## src/ssc_pkg.sv

```systemverilog
// Constants shared by the synchronous serial channel files.
// Assumes a 40 MHz system clock and a word-addressed Avalon-MM slave port.
package ssc_pkg;

   // -------------------------------------------------------------------
   // Register word indices (slave address = index)
   // -------------------------------------------------------------------
   localparam logic [15:0] SSC_IDX_CONTROL = 16'hFFA0;
   localparam logic [15:0] SSC_IDX_STATUS  = 16'hFFA1;
   localparam logic [15:0] SSC_IDX_UPPER   = 16'hFFA2;
   localparam logic [15:0] SSC_IDX_LOWER   = 16'hFFA3;

   // -------------------------------------------------------------------
   // Control register fields
   // -------------------------------------------------------------------
   localparam int SSC_CTL_OPMODE_HI = 7;
   localparam int SSC_CTL_OPMODE_LO = 6;
   localparam int SSC_CTL_CLKSRC    = 3;
   localparam int SSC_CTL_DIV_HI    = 2;
   localparam int SSC_CTL_DIV_LO    = 0;
   localparam logic [7:0] SSC_CONTROL_RESET = 8'h00;
   localparam logic [7:0] SSC_CONTROL_MASK  = 8'hCF;

   // -------------------------------------------------------------------
   // Status register fields
   // -------------------------------------------------------------------
   localparam int SSC_STS_FIXED_ONE = 7;
   localparam int SSC_STS_OUTLEVEL  = 6;
   localparam int SSC_STS_OVERRUN   = 5;
   localparam int SSC_STS_SPARE     = 1;
   localparam int SSC_STS_START     = 0;
   localparam logic [7:0] SSC_STATUS_RESET = 8'h80;

   // -------------------------------------------------------------------
   // Operating modes and word lengths
   // -------------------------------------------------------------------
   localparam logic [1:0] SSC_MODE_8BIT  = 2'h0;
   localparam logic [1:0] SSC_MODE_16BIT = 2'h1;
   localparam logic [1:0] SSC_MODE_CONT  = 2'h2;
   localparam logic [4:0] SSC_LEN_8      = 5'h08;
   localparam logic [4:0] SSC_LEN_16     = 5'h10;

   // -------------------------------------------------------------------
   // Prescaler
   // -------------------------------------------------------------------
   localparam int SSC_PRESCALE_BITS = 9;

   typedef enum logic [1:0] {
      SSC_BUS_IDLE,
      SSC_BUS_ANSWER
   } ssc_bus_state_t;

endpackage

```

## src/ssc_edge_detect.sv

```systemverilog
// Edge detector for the serial clock pin when it is an input.
// Assumes the pin level is already synchronous to clk.
`timescale 1ns/1ps
module ssc_edge_detect (
   input  wire logic clk,
   input  wire logic resetn,
   input  wire logic level,
   output logic      rise,
   output logic      fall
);

   logic prevLevel;

   always_ff @(posedge clk) begin
      if (!resetn) begin
         prevLevel <= 1'b1;
      end else begin
         prevLevel <= level;
      end
   end

   assign rise = level & ~prevLevel;
   assign fall = ~level & prevLevel;

endmodule

```

## src/ssc_prescaler.sv

```systemverilog
// Free-running prescaler giving half-period ticks of the serial clock.
// Assumes the divider code comes straight from the control register.
`timescale 1ns/1ps
module ssc_prescaler
   import ssc_pkg::*;
(
   input  wire logic       clk,
   input  wire logic       resetn,
   input  wire logic [2:0] divCode,
   output logic            halfTick
);

   logic [SSC_PRESCALE_BITS-1:0] count;
   logic [SSC_PRESCALE_BITS-1:0] tapMask;

   // -------------------------------------------------------------------
   // Tap select: half period of 512,128,32,16,8,4,2,1 clocks
   // -------------------------------------------------------------------
   always_comb begin
      case (divCode)
         3'h0:    tapMask = 9'h1FF;
         3'h1:    tapMask = 9'h07F;
         3'h2:    tapMask = 9'h01F;
         3'h3:    tapMask = 9'h00F;
         3'h4:    tapMask = 9'h007;
         3'h5:    tapMask = 9'h003;
         3'h6:    tapMask = 9'h001;
         default: tapMask = 9'h000;
      endcase
   end

   always_ff @(posedge clk) begin
      if (!resetn) begin
         count <= '0;
      end else begin
         count <= count + 9'h001;
      end
   end

   assign halfTick = ((count & tapMask) == tapMask);

endmodule

```

## src/ssc_sync_serial.sv

```systemverilog
// Synchronous serial channel: 8/16-bit LSB-first shifter with registers.
// Assumes a 40 MHz clk, synchronous pins and a word-addressed Avalon slave.
//
// What this block does
// - Mode field picks 8-bit, 16-bit or continuous clock output.
// - Any control register write aborts a running transfer.
// - Clock source 0 drives the clock pin; 1 takes an external clock.
// - Divider codes 000..111 give clk/1024,256,64,32,16,8,4,2.
// - Control register resets to 0x00.
// - Status register resets to 0x80; bit 7 reads one always.
// - Status bits 4..2 read zero and ignore writes.
// - Output level write sets data-out while stopped; read returns data-out level.
// - Data-out keeps last bit; level write holds until next start.
// - External clock pulse after transfer completion sets overrun flag.
// - Overrun clears by writing zero; writing one is ignored.
// - Start flag write one starts in 8/16-bit modes, reads one while busy, self-clears.
// - Three pins: two-way clock, data input, data output.
// - LSB first; drive on falling edge, sample on rising edge.
// - Upper byte holds high half in 16-bit mode; 8-bit uses lower.
// - Each completed transfer pulses the transfer-done request.
// - Internal clock pulses during a transfer with clock source 0 or in continuous mode, idle otherwise.
//
// Design decision made here: the Avalon-MM slave port.
`timescale 1ns/1ps
module ssc_sync_serial
   import ssc_pkg::*;
(
   input  wire logic        clk,
   input  wire logic        resetn,
   // Avalon-MM slave
   input  wire logic [15:0] avs_address,
   input  wire logic        avs_read,
   input  wire logic        avs_write,
   input  wire logic [31:0] avs_writedata,
   input  wire logic [3:0]  avs_byteenable,
   output logic [31:0]      avs_readdata,
   output logic             avs_waitrequest,
   // Serial pins
   input  wire logic        serialClockIn,
   output logic             serialClockOut,
   output logic             serialClockOe,
   input  wire logic        dataIn,
   output logic             dataOut,
   // Completion event
   output logic             transferDoneRequest
);

   // -------------------------------------------------------------------
   // Registers and state
   // -------------------------------------------------------------------
   logic [7:0]     serialControl;
   logic           overrunFlag;
   logic           busy;
   logic [15:0]    shiftData;
   logic [4:0]     bitCount;
   logic           clockLevel;
   ssc_bus_state_t busState;

   logic           accept;
   logic           wrEnable;
   logic           wrControl;
   logic           wrStatus;
   logic           wrUpper;
   logic           wrLower;
   logic [7:0]     wrByte;
   logic [1:0]     opMode;
   logic           externalClock;
   logic           halfTick;
   logic           extRise;
   logic           extFall;
   logic           serialRise;
   logic           serialFall;
   logic           startReq;
   logic           lastBit;
   logic [4:0]     wordLength;
   logic [7:0]     statusValue;

   // -------------------------------------------------------------------
   // Clock sources
   // -------------------------------------------------------------------
   ssc_prescaler u_prescaler (
      .clk      (clk),
      .resetn   (resetn),
      .divCode  (serialControl[SSC_CTL_DIV_HI:SSC_CTL_DIV_LO]),
      .halfTick (halfTick)
   );

   ssc_edge_detect u_edge (
      .clk    (clk),
      .resetn (resetn),
      .level  (serialClockIn),
      .rise   (extRise),
      .fall   (extFall)
   );

   assign opMode        = serialControl[SSC_CTL_OPMODE_HI:SSC_CTL_OPMODE_LO];
   assign externalClock = serialControl[SSC_CTL_CLKSRC];
   assign wordLength    = (opMode == SSC_MODE_16BIT) ? SSC_LEN_16 : SSC_LEN_8;

   // Internal edges come from the prescaler while the line is toggling
   assign serialRise = externalClock ? extRise : (halfTick & ~clockLevel);
   assign serialFall = externalClock ? extFall : (halfTick & clockLevel);

   // -------------------------------------------------------------------
   // Avalon slave: one wait state, answer in the second cycle
   // -------------------------------------------------------------------
   assign avs_waitrequest = (avs_read | avs_write) &
                            (busState != SSC_BUS_ANSWER);
   assign accept   = (busState == SSC_BUS_ANSWER);
   assign wrEnable = accept & avs_write & avs_byteenable[0];
   assign wrByte   = avs_writedata[7:0];

   always_comb begin
      wrControl = 1'b0;
      wrStatus  = 1'b0;
      wrUpper   = 1'b0;
      wrLower   = 1'b0;
      if (avs_address == SSC_IDX_CONTROL) begin
         wrControl = wrEnable;
      end else if (avs_address == SSC_IDX_STATUS) begin
         wrStatus = wrEnable;
      end else if (avs_address == SSC_IDX_UPPER) begin
         wrUpper = wrEnable;
      end else if (avs_address == SSC_IDX_LOWER) begin
         wrLower = wrEnable;
      end
   end

   always_ff @(posedge clk) begin
      if (!resetn) begin
         busState <= SSC_BUS_IDLE;
      end else begin
         case (busState)
            SSC_BUS_IDLE: begin
               if (avs_read | avs_write) begin
                  busState <= SSC_BUS_ANSWER;
               end
            end
            default: begin
               busState <= SSC_BUS_IDLE;
            end
         endcase
      end
   end

   // Status image: fixed one, pin level, overrun, zeros, start flag
   always_comb begin
      statusValue = 8'h00;
      statusValue[SSC_STS_FIXED_ONE] = 1'b1;
      statusValue[SSC_STS_OUTLEVEL]  = dataOut;
      statusValue[SSC_STS_OVERRUN]   = overrunFlag;
      statusValue[SSC_STS_START]     = busy;
   end

   // Read data captured the cycle before the answer
   always_ff @(posedge clk) begin
      if (!resetn) begin
         avs_readdata <= 32'h0000_0000;
      end else if (avs_read && busState == SSC_BUS_IDLE) begin
         if (avs_address == SSC_IDX_CONTROL) begin
            avs_readdata <= {24'h000000, serialControl};
         end else if (avs_address == SSC_IDX_STATUS) begin
            avs_readdata <= {24'h000000, statusValue};
         end else if (avs_address == SSC_IDX_UPPER) begin
            avs_readdata <= {24'h000000, shiftData[15:8]};
         end else if (avs_address == SSC_IDX_LOWER) begin
            avs_readdata <= {24'h000000, shiftData[7:0]};
         end else begin
            avs_readdata <= 32'h0000_0000;
         end
      end
   end

   // -------------------------------------------------------------------
   // Control register
   // -------------------------------------------------------------------
   always_ff @(posedge clk) begin
      if (!resetn) begin
         serialControl <= SSC_CONTROL_RESET;
      end else if (wrControl) begin
         serialControl <= wrByte & SSC_CONTROL_MASK;
      end
   end

   // -------------------------------------------------------------------
   // Transfer sequencing
   // -------------------------------------------------------------------
   assign startReq = wrStatus & wrByte[SSC_STS_START] &
                     ~opMode[1];
   assign lastBit  = busy & serialRise & (bitCount == wordLength - 5'h01);

   always_ff @(posedge clk) begin
      if (!resetn) begin
         busy     <= 1'b0;
         bitCount <= 5'h00;
      end else if (wrControl) begin
         busy     <= 1'b0;
         bitCount <= 5'h00;
      end else if (startReq && !busy) begin
         busy     <= 1'b1;
         bitCount <= 5'h00;
      end else if (lastBit) begin
         busy     <= 1'b0;
         bitCount <= 5'h00;
      end else if (busy && serialRise) begin
         bitCount <= bitCount + 5'h01;
      end
   end

   always_ff @(posedge clk) begin
      if (!resetn) begin
         transferDoneRequest <= 1'b0;
      end else begin
         transferDoneRequest <= lastBit & ~wrControl;
      end
   end

   // -------------------------------------------------------------------
   // Internal clock line
   // -------------------------------------------------------------------
   always_ff @(posedge clk) begin
      if (!resetn) begin
         clockLevel <= 1'b1;
      end else if (wrControl) begin
         clockLevel <= 1'b1;
      end else if (opMode == SSC_MODE_CONT) begin
         if (halfTick) begin
            clockLevel <= ~clockLevel;
         end
      end else if (busy && halfTick && !externalClock) begin
         clockLevel <= ~clockLevel;
      end else if (!busy) begin
         clockLevel <= 1'b1;
      end
   end

   assign serialClockOut = clockLevel;
   assign serialClockOe  = ~externalClock;

   // -------------------------------------------------------------------
   // Data shifter: upper byte is bits 15:8, lower byte bits 7:0
   // -------------------------------------------------------------------
   always_ff @(posedge clk) begin
      if (!resetn) begin
         shiftData <= 16'h0000;
      end else if (busy && serialRise && !wrControl) begin
         if (opMode == SSC_MODE_16BIT) begin
            shiftData <= {dataIn, shiftData[15:1]};
         end else begin
            shiftData <= {shiftData[15:8], dataIn,
                          shiftData[7:1]};
         end
      end else begin
         if (wrUpper) begin
            shiftData[15:8] <= wrByte;
         end
         if (wrLower) begin
            shiftData[7:0] <= wrByte;
         end
      end
   end

   // -------------------------------------------------------------------
   // Data-out pin: level bit while stopped, shifter bit on falling edges
   // -------------------------------------------------------------------
   always_ff @(posedge clk) begin
      if (!resetn) begin
         dataOut <= 1'b0;
      end else if (busy && serialFall && !wrControl) begin
         dataOut <= shiftData[0];
      end else if (wrStatus && !busy) begin
         dataOut <= wrByte[SSC_STS_OUTLEVEL];
      end
   end

   // -------------------------------------------------------------------
   // Overrun flag: set wins over a clearing write
   // -------------------------------------------------------------------
   always_ff @(posedge clk) begin
      if (!resetn) begin
         overrunFlag <= SSC_STATUS_RESET[SSC_STS_OVERRUN];
      end else if (externalClock && !busy && extRise &&
                   !opMode[1]) begin
         overrunFlag <= 1'b1;
      end else if (wrStatus && !wrByte[SSC_STS_OVERRUN]) begin
         overrunFlag <= 1'b0;
      end
   end

endmodule

```

## config.mk

```make
export PLATFORM = sky130hd
export DESIGN_NAME = ssc_sync_serial
export DESIGN_NICKNAME = d
export VERILOG_FILES = /design/src/ssc_pkg.sv /design/src/ssc_edge_detect.sv /design/src/ssc_prescaler.sv /design/src/ssc_sync_serial.sv
export SDC_FILE = /design/constraint.sdc
export NUM_CORES = 1
export LEC_CHECK = 0
export ABC_CLOCK_PERIOD_IN_PS = 1850
export BUFFER_PORTS_ARGS = -buffer_cell sky130_fd_sc_hd__buf_4
export CAP_MARGIN = 0
export CORE_AREA = 3 3 83 85
export CTS_CLUSTER_DIAMETER = 120
export DETAILED_ROUTE_END_ITERATION = 10
export DIE_AREA = 0 0 86 88
export GPL_TIMING_DRIVEN = 0
export HOLD_SLACK_MARGIN = 0.02
export PLACE_DENSITY = 0.83
export SLEW_MARGIN = 40
export SYNTH_ARGS = -nofsm -noshare
export SYNTH_HDL_FRONTEND = slang
export SYNTH_SLANG_ARGS = --single-unit
```

## constraint.sdc

```tcl
create_clock -name clk -period 1.85 [get_ports clk]
set_input_delay 0.185 -clock clk [delete_from_list [all_inputs] [get_ports clk]]
set_output_delay 0.185 -clock clk [all_outputs]
set_load 0.02 [all_outputs]
```

=== After elaboration in Yosys (flattened, before gate mapping) ===
Cells that the tools add are included.

* Add/sub/neg operators: 3
* Equality and inequality tests: 17
* Muxes and demuxes: 32
* Bitwise gates (word level): 22
* Reductions and logical operators: 30

{| class="wikitable"
|+ Operators by type and width
! operator !! count
|-
| $eq 16x16->1 const B || 4
|-
| $pmux 9 s7 || 1
|-
| $mux 8 || 6
|-
| $mux 16 || 2
|-
| $mux 1 || 22
|-
| $logic_and 1x1->1 || 13
|-
| $and 1x1->1 || 12
|-
| $reduce_bool 2->1 || 5
|-
| $add 9x1->9 const B || 1
|-
| $and 9x9->9 || 1
|-
| $eq 3x3->1 const B || 3
|-
| $eq 9x9->1 || 1
|-
| $not 1->1 || 8
|-
| $eq 3x2->1 const B || 2
|-
| $reduce_and 2->1 || 3
|-
| $add 5x1->5 const B || 1
|-
| $eq 5x5->1 || 1
|-
| $logic_not 1->1 || 5
|-
| $mux 5 || 1
|-
| $sub 5x1->5 const B || 1
|-
| $ne 2x2->1 const B || 2
|-
| $reduce_or 4->1 || 1
|-
| $eq 3x1->1 const B || 1
|-
| $logic_not 3->1 || 1
|-
| 6 further kinds || 6
|}

* Bits in registers: 75
* Output and inout bits: 37

=== Logic depth before layout (Yosys ltp) ===
Gate-level depths: netlist (run 1).

* Word-level depth: 10
* Depth in mapped cells: 8
* Gate-level depth less buffers: 6

=== By module ===
A second synthesis (run 1) with hierarchy kept.

* Cells, all modules: 326
* Area total of the unflattened synthesis: 2701.3 um2

{| class="wikitable"
|+ By module, submodules not included
! module !! times used !! cells an instance !! area each (um2) !! sequential area each (um2)
|-
| ssc_sync_serial || 1 || 272 || 2242.2 || 820.8
|-
| ssc_prescaler || 1 || 50 || 420.4 || 180.2
|-
| ssc_edge_detect || 1 || 4 || 38.8 || 20.0
|}

=== Worst setup path before layout (run 1) ===
Ideal clock, no wire load.

* Path kind: input-to-reg
* Start: input avs_address[3]
* End: register shiftData[13]
* Setup time: 122 ps
* Arrival time: 1622 ps
* Setup slack: 106 ps
* Stages: 6
* Path through: or4b_4 > nor4_4 > a21boi_1 > mux2_2 > o21ai_0 > a21oi_1

* Longest elaborated chain between the ends: 6
* Elaborated cells between the ends (all ways): 13
* Classes of those cells: 4 x eq/ne; 5 x mux; 4 x reduce/logical

{| class="wikitable"
|+ RTL lines
! element !! RTL line !! text
|-
| start, declared || ssc_sync_serial.sv:31 || <nowiki>input wire logic [15:0] avs_address,</nowiki>
|-
| $eq 16x16->1 (on tied branches) || ssc_sync_serial.sv:122, ssc_sync_serial.sv:118 ||
|-
| $mux 1 (on tied branches) || ssc_sync_serial.sv:122, ssc_sync_serial.sv:118 ||
|-
| $mux 1 or $logic_not 1->1 (tied branches) || ssc_sync_serial.sv:120, ssc_sync_serial.sv:246 ||
|-
| $mux 1 or $logic_and 1x1->1 (tied branches) || ssc_sync_serial.sv:118, ssc_sync_serial.sv:246 ||
|-
| $reduce_bool 2->1 (no line) or $ne 2x2->1 (tied branches) || n/a ||
|-
| $reduce_and 2->1 (no line) || n/a ||
|-
| end signal, assigned || ssc_sync_serial.sv:248 || <nowiki>shiftData <= {dataIn, shiftData[15:1]};</nowiki>
|-
| end signal, assigned || ssc_sync_serial.sv:250 || <nowiki>shiftData <= {shiftData[15:8], dataIn,</nowiki>
|-
| end signal, assigned || ssc_sync_serial.sv:255 || <nowiki>shiftData[15:8] <= wrByte;</nowiki>
|-
| end, declared || ssc_sync_serial.sv:54 || <nowiki>logic [15:0] shiftData;</nowiki>
|}

Parallel ways exist; a longest one is shown, timed or not.
A chain may end at the register's enable or synchronous reset.

=== Final worst setup path (run 1) ===
* Start: register serialControl[0]
* End: register shiftData[2]

* Longest elaborated chain between the ends: 9
* Elaborated cells between the ends (all ways): 16
* Classes of those cells: 7 x eq/ne; 3 x mux; 2 x bitwise; 4 x reduce/logical

{| class="wikitable"
|+ RTL lines
! element !! RTL line !! text
|-
| start, declared || ssc_sync_serial.sv:51 || <nowiki>logic [7:0] serialControl;</nowiki>
|-
| start signal, assigned || ssc_sync_serial.sv:181 || <nowiki>serialControl <= wrByte & SSC_CONTROL_MASK;</nowiki>
|-
| $eq 3x3->1, or another cell as far along || ssc_prescaler.sv:20 || <nowiki>case (divCode)</nowiki>
|-
| $pmux 9 s7 * || ssc_prescaler.sv:20 ||
|-
| $and 9x9->9 || ssc_prescaler.sv:40 || <nowiki>assign halfTick = ((count & tapMask) == tapMask);</nowiki>
|-
| $eq 9x9->1 * || ssc_prescaler.sv:40 ||
|-
| $and 1x1->1 * || ssc_sync_serial.sv:101 || <nowiki>assign serialRise = externalClock ? extRise : (halfTick & ~clockLevel);</nowiki>
|-
| $mux 1 * || ssc_sync_serial.sv:101 ||
|-
| $logic_and 1x1->1 * (2 in series) || ssc_sync_serial.sv:246 || <nowiki>end else if (busy && serialRise && !wrControl) begin</nowiki>
|-
| $mux 16 or $reduce_bool 2->1 (tied branches) || n/a ||
|-
| end signal, assigned || ssc_sync_serial.sv:248 ||
|-
| end signal, assigned || ssc_sync_serial.sv:250 ||
|-
| end signal, assigned || ssc_sync_serial.sv:258 || <nowiki>shiftData[7:0] <= wrByte;</nowiki>
|}

Mark *: on every way between the ends. The rest lies on a longest branch, timed or not.

==> results of run 1 <==
==> path summary, 6_finish.rpt <==
check                             from                   end  slack (ns)  cells past startpoint
setup / recovery      serialControl[0]          shiftData[2]       -0.06                      8
hold / removal           serialClockIn      u_edge.prevLevel        0.09                      2
hold reg to reg   u_prescaler.count[0]  u_prescaler.count[0]        0.44                      1
setup reg to reg      serialControl[0]          shiftData[2]       -0.06                      8
==> where the power goes <==
part / internal [mW] / switching [mW]
combinational: 0.102 / 0.132
sequential: 1.10 / 0.00993
clock: 0.342 / 0.355
total: 1.55 / 0.497
==> per-stage QoR <==
step                      hold WS (ns)  power, mW  instance area [µm²]  TNS, ns
final                           0.0865       2.04                 3540   -0.417
after global routing            0.0917       2.12                 3540    -1.70
after CTS                       0.0837       2.05                 3490  -0.0383
after detailed placement         0.402       1.37                 3290    -3.12
after global placement           0.395       1.36                 3290    -2.42
after floorplan                  0.258       1.29                 2890        0
==> layer usage <==
layer | vias up | track usage, %
met1 | 1194 | 21.7
met2 | 86 | 33.4
met3 | 11 | 4.70
li1 | 1244 | -
met4 | 0 | 5.90
met5 | - | 0
==> logic make-up (layout without fill, tap and decap cells) <==
group           count (synthesis)  count (layout)  synth area share, %
simple gates                  124             124                 23.8
compound gates                 70              70                 16.2
flops                          51              51                 36.4
buf+inv                        43             100                 10.2
mux                            23              23                 9.24
xor+xnor                       10              10                 3.12
fa+ha+maj                       2               2                0.893
other cells                     1              24                0.134
==> area by class of cell <==
| cell class | instances | area share [%] |
|---|---|---|
| multi-input cells | 253 | 46.3 |
| clock buffers | 8 | 2.83 |
| repair buffers | 49 | 10.4 |
| plain buffers | 39 | 7.92 |
| well taps | 77 | 2.72 |
| inverters | 4 | 0.424 |
| flip-flops and latches | 51 | 29.4 |
==> repair_timing <==
| item | 4_1_cts | 5_1_grt |
|---|---|---|
| pin swaps | 2 | 2 |
| setup buffers | 5 | 3 |
| setup endpoints to repair | 20 | 21 |
| resized for setup | 22 | 12 |
==> cell usage in the layout, fill, tap and decap left out, types with 2 or more instances in the layout <==
master,count
sky130_fd_sc_hd__or4_1,2
sky130_fd_sc_hd__and3b_1,2
sky130_fd_sc_hd__mux4_2,2
sky130_fd_sc_hd__nor2_1,34
sky130_fd_sc_hd__dfxtp_2,9
sky130_fd_sc_hd__nand2b_4,3
sky130_fd_sc_hd__ha_1,2
sky130_fd_sc_hd__nor2_2,5
sky130_fd_sc_hd__o21a_1,2
sky130_fd_sc_hd__nand3_1,15
sky130_fd_sc_hd__dfxtp_4,2
sky130_fd_sc_hd__xnor2_1,6
sky130_fd_sc_hd__conb_1,24
sky130_fd_sc_hd__nor3_1,2
sky130_fd_sc_hd__inv_1,4
sky130_fd_sc_hd__o21ai_1,9
sky130_fd_sc_hd__clkbuf_1,9
sky130_fd_sc_hd__nand4_1,3
sky130_fd_sc_hd__mux2i_1,18
sky130_fd_sc_hd__a211oi_2,9
sky130_fd_sc_hd__mux2_2,2
sky130_fd_sc_hd__o221ai_1,2
sky130_fd_sc_hd__nand2_1,29
sky130_fd_sc_hd__buf_6,3
sky130_fd_sc_hd__nor2b_1,6
sky130_fd_sc_hd__o21ai_0,15
sky130_fd_sc_hd__xor2_1,4
sky130_fd_sc_hd__and3_1,6
sky130_fd_sc_hd__nand2b_1,3
sky130_fd_sc_hd__a21oi_1,22
sky130_fd_sc_hd__dfxtp_1,40
sky130_fd_sc_hd__clkbuf_8,7
sky130_fd_sc_hd__buf_4,74
==> sequential cells by signal, indices dropped and copies added, names as in the netlist, 5 cells and up <==
signal	cells
bitCount	5
serialControl	6
avs_readdata	8
u_prescaler.count	9
shiftData	16
==> flow_summary.ini, run 1 <==
[layout]
post_route_cells_drive_above_1_share_pct = 32.4
finalNonFillerCells = 481
area.growth.synth_to_final_pct = 26.3
finish.net_count = 463
final.fill_count = 571
multiInputGateArea_um2 = 1640
postLayoutCoreUtil_pct = 56.4
seqCellArea_um2 = 1040
antenna_cells_inserted = 0

[clock_tree]
clock_path_buffers = 2
cts_made_buffers = 5
clock_latency_ns = 0.30
cts_hold_repair_buffers = 0
cts.reportedPaths.clkPinSlew_ns = 0.09
tritoncts = done
h-tree-depth = 2
cts.sink_count = 51
root_buf_cell = sky130_fd_sc_hd__clkbuf_8

[job]
max_cap_violations = 0

[critical_path]
worstPathCellList = a211o_1 -> a31oi_2 -> o31a_1 -> buf_4 -> nand2b_4 -> buf_12 -> nor2_2 -> a211oi_2
worst-path-buf-inv = 2
worst_path_largest_cell_delay_ns = 0.36
critPathSlowestCell = sky130_fd_sc_hd__dfxtp_2
crit_end_category = flip-flop
crit_path_kind = flip-flop to flip-flop
critical_path_required_ns = 2.07
path_delay_family = compound AO/OA/AOI/OAI gates
critical_path.max_fanout = 10
worst_ep_arrival_time_ns = 2.13
cp-start-kind = flip-flop

[place]
io_buffers = 41
placed_cells_incl_taps = 465
gp_congestion = 0.909
pre_cts_ws_ns = -0.232
hpwl_mm = 5.09

[pwr]
power.leakage_nw = 1.65
peakVddDrop_uv = 437
power_density_cells_nw_per_um2 = 578

[yosys]
synth-edff-count = 0
post_synth.cell_area_avg_um2 = 8.65
yosysMostFrequentCell = sky130_fd_sc_hd__dfxtp_1
synth.yosys.seq_area_share_pct = 36.4
synth_top_area_share_pct = 36.4
post_synth_most_frequent_cells = sky130_fd_sc_hd__dfxtp_1 (51), sky130_fd_sc_hd__nor2_1 (34), sky130_fd_sc_hd__nand2_1 (30)
synthDominantAreaCellType = sky130_fd_sc_hd__dfxtp_1
synth_flop_cell = sky130_fd_sc_hd__dfxtp_1
netlist_area_um2 = 2800
synth.lib_cells_used.distinct = 55
synth.yosys.warnings = 0
synthTopCellsByArea = sky130_fd_sc_hd__dfxtp_1 (36%), sky130_fd_sc_hd__mux2i_1 (6.4%), sky130_fd_sc_hd__buf_4 (6.4%)
ys_async_sr_fraction_pct = 0
flop_and_latch_count_out_of_synthesis = 51
synth_cells = 324

[floorplan]
ios = 95
die_area_um2 = 7570
initial_cell_density_of_the_core_pct = 44.6
die-height_um = 88
design.core.area_um2 = 6280
floorplan.rows = 29
die_w_um = 86

[timing]
clock.fmax_mhz = 524
tightestPinTransition_ns = 0.715
worst_clock_skew_ns = 0.00475
final.min_clock_period_ns = 1.91
timing_hold_violations_final = 0
timing.slew.headroom_pct = 52.4
period_share_pct = 103
grt_setup_unrepaired = true
postLayoutSetupSlackWorst_ns = -0.0570
report.final.slew_viol_count = 0
finalSetupViolCount = 15

[detailed_routing]
detail_route.drc_violations = 0
drt_pre_antenna_iters = 4
maxUsedRoutingLayer = met4
routed_wire_length_per_instance_um = 14.6
route.vias.total = 2535
detail_route_met3_wl_um = 453
post_drt_via_cell_ratio = 5.27
totalWireLength_mm = 7.02
met2_length_mm = 3.62
route.antenna.remaining_nets = 0
drt_first_iter_violations = 196
drt-met1-wl_mm = 2.83

[global_routing]
grt_usage_pct = 18.6
grt_first_pass_wirelength_mm = 11.2
global_route.overflow_total = 0
grt_start_max_net_pins = 15
number_of_antenna_violations_at_the_first_check_in_global_routing = 0
via_count_of_the_first_global_routing_pass = 2369

[outcome]
failed_checks = setup timing
outcome = finished with violations

[worst_hold_path]
hold_class = input pin to flip-flop
(Power assumes the default switching activity.)
==> run 2: changes to the inputs <==
--- a/config.mk
+++ b/config.mk
@@ -6,15 +6,15 @@
 export NUM_CORES = 1
 export LEC_CHECK = 0
 export ABC_CLOCK_PERIOD_IN_PS = 1850
-export BUFFER_PORTS_ARGS = -buffer_cell sky130_fd_sc_hd__buf_4
 export CAP_MARGIN = 0
-export CORE_AREA = 3 3 83 85
+export CORE_AREA = 3 3 75 77
 export CTS_CLUSTER_DIAMETER = 120
 export DETAILED_ROUTE_END_ITERATION = 10
-export DIE_AREA = 0 0 86 88
+export DIE_AREA = 0 0 78 80
+export DONT_BUFFER_PORTS = 1
 export GPL_TIMING_DRIVEN = 0
 export HOLD_SLACK_MARGIN = 0.02
-export PLACE_DENSITY = 0.83
+export PLACE_DENSITY = 0.81
 export SLEW_MARGIN = 40
 export SYNTH_ARGS = -nofsm -noshare
 export SYNTH_HDL_FRONTEND = slang
==> run 2 against run 1 <==
  * The run still ends with setup timing left
  * Cell count shrank 9.4%
  * Clock skew grew 0.0013 ns
  * Sequential power is essentially flat
  * Global-route usage up 2.6 points
==> flow_summary.ini, run 2 (synthesis results as in run 1) <==
[critical_path]
worst_path_largest_cell_delay_ns = 0.36
worst_setup_path_endpoint = shiftData[8]
worstPathCellList = a211o_1 -> a31oi_4 -> o31a_1 -> buf_4 -> mux2_4 -> o21ai_1 -> a21oi_1
r2r_slack_ns = -0.02
path_delay_family = compound AO/OA/AOI/OAI gates
crit-reg2reg-capture = shiftData[8]
critPathSlowestCell = sky130_fd_sc_hd__dfxtp_2
worst_ep_arrival_time_ns = 2.07
critical_path.max_fanout = 7
worst-path-buf-inv = 1
crit_path_kind = flip-flop to flip-flop
crit_end_category = flip-flop
critical_path_required_ns = 2.05
ff2ff_path_depth = 7
crit_cells = 7
worst_setup_path_startpoint = serialControl[0]
regToRegStartpoint = serialControl[0]
cp-start-kind = flip-flop

[global_routing]
number_of_antenna_violations_at_the_first_check_in_global_routing = 0
grt_start_max_net_pins = 15
via_count_of_the_first_global_routing_pass = 2270
global_route.overflow_total = 0
grt_usage_pct = 21.3
grt_first_pass_wirelength_mm = 10.6

[detailed_routing]
route.antenna.remaining_nets = 0
route.vias.total = 2416
drt_first_iter_violations = 203
totalWireLength_mm = 6.59
drt_pre_antenna_iters = 5
detail_route.drc_violations = 0
routed_wire_length_per_instance_um = 15.1
post_drt_via_cell_ratio = 5.54

[clock_tree]
clock_latency_ns = 0.30
cts.reportedPaths.clkPinSlew_ns = 0.09
h-tree-depth = 2
cts.sink_count = 51
clock_path_buffers = 2
tritoncts = done
root_buf_cell = sky130_fd_sc_hd__clkbuf_8
cts_made_buffers = 5

[outcome]
failed_checks = setup timing
outcome = finished with violations

[timing]
grt_setup_unrepaired = true
period_share_pct = 101
timing_hold_violations_final = 0
report.final.slew_viol_count = 0
setup_tns_ns = -0.0945
tightestPinTransition_ns = 0.716
timing.slew.headroom_pct = 52.3
hold-worst-slack_ns = 0.0199
finalSetupViolCount = 7
worst_clock_skew_ns = 0.00607
postLayoutSetupSlackWorst_ns = -0.0204
final.min_clock_period_ns = 1.87
clock.fmax_mhz = 535

[worst_hold_path]
hold_class = input pin to flip-flop
hold_depth = 2

[pwr]
power_mw = 2.00
power_density_cells_nw_per_um2 = 612
peakVddDrop_uv = 356
power.leakage_nw = 1.44

[layout]
antenna_cells_inserted = 0
finish.net_count = 425
final_area_um2 = 3260
post_route_cells_drive_above_1_share_pct = 22.4
most_common_cell_after_layout_fill_and_taps_aside = sky130_fd_sc_hd__dfxtp_1
largest_register = shiftData
top_regs = shiftData (16), u_prescaler.count (9), avs_readdata (8)
flip_flop_count_of_the_largest_register_after_layout = 16
area.growth.synth_to_final_pct = 16.5
mostFrequentLayoutCells = sky130_fd_sc_hd__dfxtp_1 (42), sky130_fd_sc_hd__nor2_1 (34), sky130_fd_sc_hd__nand2_1 (29)

[floorplan]
floorplan.rows = 26
die-height_um = 80
die_w_um = 78
initial_cell_density_of_the_core_pct = 55.2
ios = 95
die_area_um2 = 6240
design.core.area_um2 = 5070

[job]
max_cap_violations = 0

[place]
placed_cell_area_um2 = 2980
gp_congestion = 0.855
pre_cts_ws_ns = -0.243
io_buffers = 0
hpwl_mm = 4.71
==> run 2: cell types whose count changed in the layout (fill, tap and decap cells not counted), moves of 4 or more <==
cell and change:
sky130_fd_sc_hd__o21ai_0 -4, sky130_fd_sc_hd__dlygate4sd3_1 +8, sky130_fd_sc_hd__buf_4 -46, sky130_fd_sc_hd__o21ai_1 +4
==> run 2: timing repair <==
| action | 4_1_cts | 5_1_grt |
|---|---|---|
| hold endpoints to repair | 9 | 0 |
| buffers inserted | 4 | 0 |
| setup endpoints to repair | 21 | 18 |
| gates resized for setup | 27 | 10 |
| hold buffers | 8 | 0 |
| pin swaps | 3 | 0 |
==> run 2: where the power goes <==
part	internal, mW	switching [mW]
logic	0.0741	0.116
registers	1.10	0.0106
clock network	0.342	0.354
total	1.52	0.481
==> run 2: metrics by stage <==
stage / std cells / util, %
floorplan: 347 / -
global placement: 417 / 58.7
detailed placement: 417 / 58.7
CTS: 436 / 63.9
global route: 436 / 64.3
finish: 436 / 64.3
==> run 2: area by class of cell <==
cell class / count / area, µm²
multi-input combinational: 253 / 1640
fill: 442 / 1810
timing repair buffer: 11 / 103
inverter: 4 / 15.0
tap: 70 / 87.6
sequential: 51 / 1040
buffer: 39 / 280
clock buffer: 8 / 100
==> run 2: routing by layer <==
metal / routed length, µm / vias up / part of all wire, % / track usage, %
met5: 0 / - / 0 / 0
met4: 149 / 0 / 2.3 / 9.09
met3: 552 / 14 / 8.4 / 5.64
met2: 3240 / 115 / 49 / 36.0
met1: 2660 / 1119 / 40 / 25.4
li1: - / 1168 / - / -
==> run 2: how the worst min path moves through the flow <==
| stage | slack [ns] | endpoint | from |
|---|---|---|---|
| after floorplan | 0.26 | u_edge.prevLevel | resetn |
| after global placement | 0.26 | u_edge.prevLevel | resetn |
| after detailed placement | 0.26 | u_edge.prevLevel | resetn |
| after CTS | 0.02 | shiftData[8] | avs_writedata[0] |
| after global routing | 0.02 | serialControl[1] | avs_writedata[1] |
| final | 0.02 | serialControl[1] | avs_writedata[1] |
==> run 3: changes to the inputs <==
--- a/config.mk
+++ b/config.mk
@@ -7,14 +7,14 @@
 export LEC_CHECK = 0
 export ABC_CLOCK_PERIOD_IN_PS = 1850
 export CAP_MARGIN = 0
-export CORE_AREA = 3 3 75 77
+export CORE_AREA = 3 3 97 99
 export CTS_CLUSTER_DIAMETER = 120
 export DETAILED_ROUTE_END_ITERATION = 10
-export DIE_AREA = 0 0 78 80
+export DIE_AREA = 0 0 100 102
 export DONT_BUFFER_PORTS = 1
 export GPL_TIMING_DRIVEN = 0
 export HOLD_SLACK_MARGIN = 0.02
-export PLACE_DENSITY = 0.81
+export PLACE_DENSITY = 0.55
 export SLEW_MARGIN = 40
 export SYNTH_ARGS = -nofsm -noshare
 export SYNTH_HDL_FRONTEND = slang
==> run 3 against run 2 <==
  * The flow still finishes with violations (setup timing)
  * Die area up 63%
  * Utilization down 23 points
  * Sequential share of layout area down 2.0 points
  * Clock skew about the same
  * Count of clock-buffer cells in the layout down 3
  * Critical path depth unchanged
  * First-iteration DRC count down 61%
  * Fmax down 0.37%
==> flow_summary.ini, run 3 (synthesis results as in run 1) <==
[timing]
clock.fmax_mhz = 533
postLayoutSetupSlackWorst_ns = -0.0274
finalSetupViolCount = 8
timing_hold_violations_final = 0
setup_tns_ns = -0.139
tightestPinTransition_ns = 0.719
grt_setup_unrepaired = true
period_share_pct = 101
final.min_clock_period_ns = 1.88
report.final.slew_viol_count = 0
worst_clock_skew_ns = 0.00566
timing.slew.headroom_pct = 52.1

[clock_tree]
cts_made_buffers = 5
root_buf_cell = sky130_fd_sc_hd__clkbuf_8
cts.reportedPaths.clkPinSlew_ns = 0.10
tritoncts = done
h-tree-depth = 2
cts.sink_count = 51
clock_latency_ns = 0.31
clock_path_buffers = 2

[critical_path]
worst_ep_arrival_time_ns = 2.08
critical_path_required_ns = 2.05
critPathSlowestCell = sky130_fd_sc_hd__dfxtp_4
crit_end_category = flip-flop
worst-path-buf-inv = 1
critical_path.max_fanout = 7
cp-start-kind = flip-flop
crit_path_kind = flip-flop to flip-flop
path_delay_family = compound AO/OA/AOI/OAI gates
worst_path_largest_cell_delay_ns = 0.37
worstPathCellList = a211o_1 -> a31oi_4 -> o31a_1 -> buf_6 -> mux2_4 -> o21ai_1 -> a21oi_1

[job]
max_cap_violations = 0

[layout]
finish.net_count = 439
top_regs = shiftData (16), u_prescaler.count (9), avs_readdata (8)
flip_flop_count_of_the_largest_register_after_layout = 16
area.growth.synth_to_final_pct = 26.5
antenna_cells_inserted = 0
mostFrequentLayoutCells = sky130_fd_sc_hd__buf_4 (39), sky130_fd_sc_hd__dfxtp_1 (36), sky130_fd_sc_hd__nor2_1 (34)
post_route_cells_drive_above_1_share_pct = 28.9
largest_register = shiftData
finalNonFillerCells = 488
most_common_cell_after_layout_fill_and_taps_aside = sky130_fd_sc_hd__buf_4

[global_routing]
grt_start_max_net_pins = 17
global_route.usage.met3_pct = 3.82
via_count_of_the_first_global_routing_pass = 2352
grt_usage_pct = 15.1
layer_with_the_highest_usage = met2
grt_first_pass_wirelength_mm = 12.2
met2_usage_pct = 25.1
met1_usage_pct = 19.3
number_of_antenna_violations_at_the_first_check_in_global_routing = 0
global_route.overflow_total = 0

[outcome]
failed_checks = setup timing
outcome = finished with violations

[detailed_routing]
totalWireLength_mm = 7.61
drt_first_iter_violations = 79
drt_pre_antenna_iters = 5
route.vias.total = 2428
routed_wire_length_per_instance_um = 15.6
post_drt_via_cell_ratio = 4.98
route.antenna.remaining_nets = 0
detail_route.drc_violations = 0

[pwr]
power_mw = 2.24
power.leakage_nw = 1.55
power_density_cells_nw_per_um2 = 632
peakVddDrop_uv = 334

[floorplan]
die_w_um = 100
die_area_um2 = 10200
design.core.area_um2 = 8640
floorplan.rows = 34
ios = 95
die-height_um = 102
initial_cell_density_of_the_core_pct = 32.5

[worst_hold_path]
hold_class = input pin to flip-flop

[place]
gp_congestion = 0.780
hpwl_mm = 5.26
pre_cts_ws_ns = -0.361
io_buffers = 0
placed_cells_incl_taps = 455
[run 3: through the flow]
| stage | util (%) | instance area (µm²) | hold slack (ns) |
|---|---|---|---|
| 6_report | 41.1 | 3550 | 0.0260 |
| 5_1_grt | 41.1 | 3550 | 0.0422 |
| 4_1_cts | 39.7 | 3430 | 0.0215 |
| 3_5_place_dp | 35.0 | 3020 | 0.266 |
| 3_3_place_gp | 35.0 | 3020 | 0.262 |
| 2_1_floorplan | - | 2890 | 0.258 |
[run 3: timing repair]
action,4_1_cts,5_1_grt
gates cloned,0,1
resized for setup,34,22
hold buffers,9,0
hold endpoints to repair,13,0
buffers inserted,12,3
endpoints found under the setup margin,21,17
pin swaps,3,7
[run 3: report_power, final]
group,switching [mW],leakage [nW],internal [mW]
Clock,0.393,0.0644,0.540
Sequential,0.00910,0.420,1.10
Combinational,0.123,1.06,0.0811
[run 3: final cells by class]
class | count | area [µm²]
Clock buffer | 5 | 68.8
Sequential cell | 51 | 1060
Multi-Input combinational cell | 253 | 1690
Fill cell | 884 | 5090
Clock inverter | 3 | 67.6
Buffer | 39 | 284
Inverter | 4 | 15.0
Tap cell | 108 | 135
Timing Repair Buffer | 25 | 231
[run 3: path summary, 6_finish.rpt]
| kind | start | endpoint | slack [ns] | cells past startpoint |
|---|---|---|---|---|
| worst max-delay path | serialControl[0] | shiftData[8] | -0.03 | 7 |
| worst min register to register | overrunFlag | overrunFlag | 0.49 | 2 |
| worst max register to register | serialControl[0] | shiftData[8] | -0.03 | 7 |
| worst min-delay path | avs_writedata[6] | serialControl[6] | 0.03 | 2 |
[run 3: routing by layer]
metal	wire length (µm)	part of all wire [%]	vias up
li1	-	-	1195
met1	3280	43	1156
met2	3690	48	66
met3	480	6.3	11
met4	163	2.1	0
met5	0	0	-
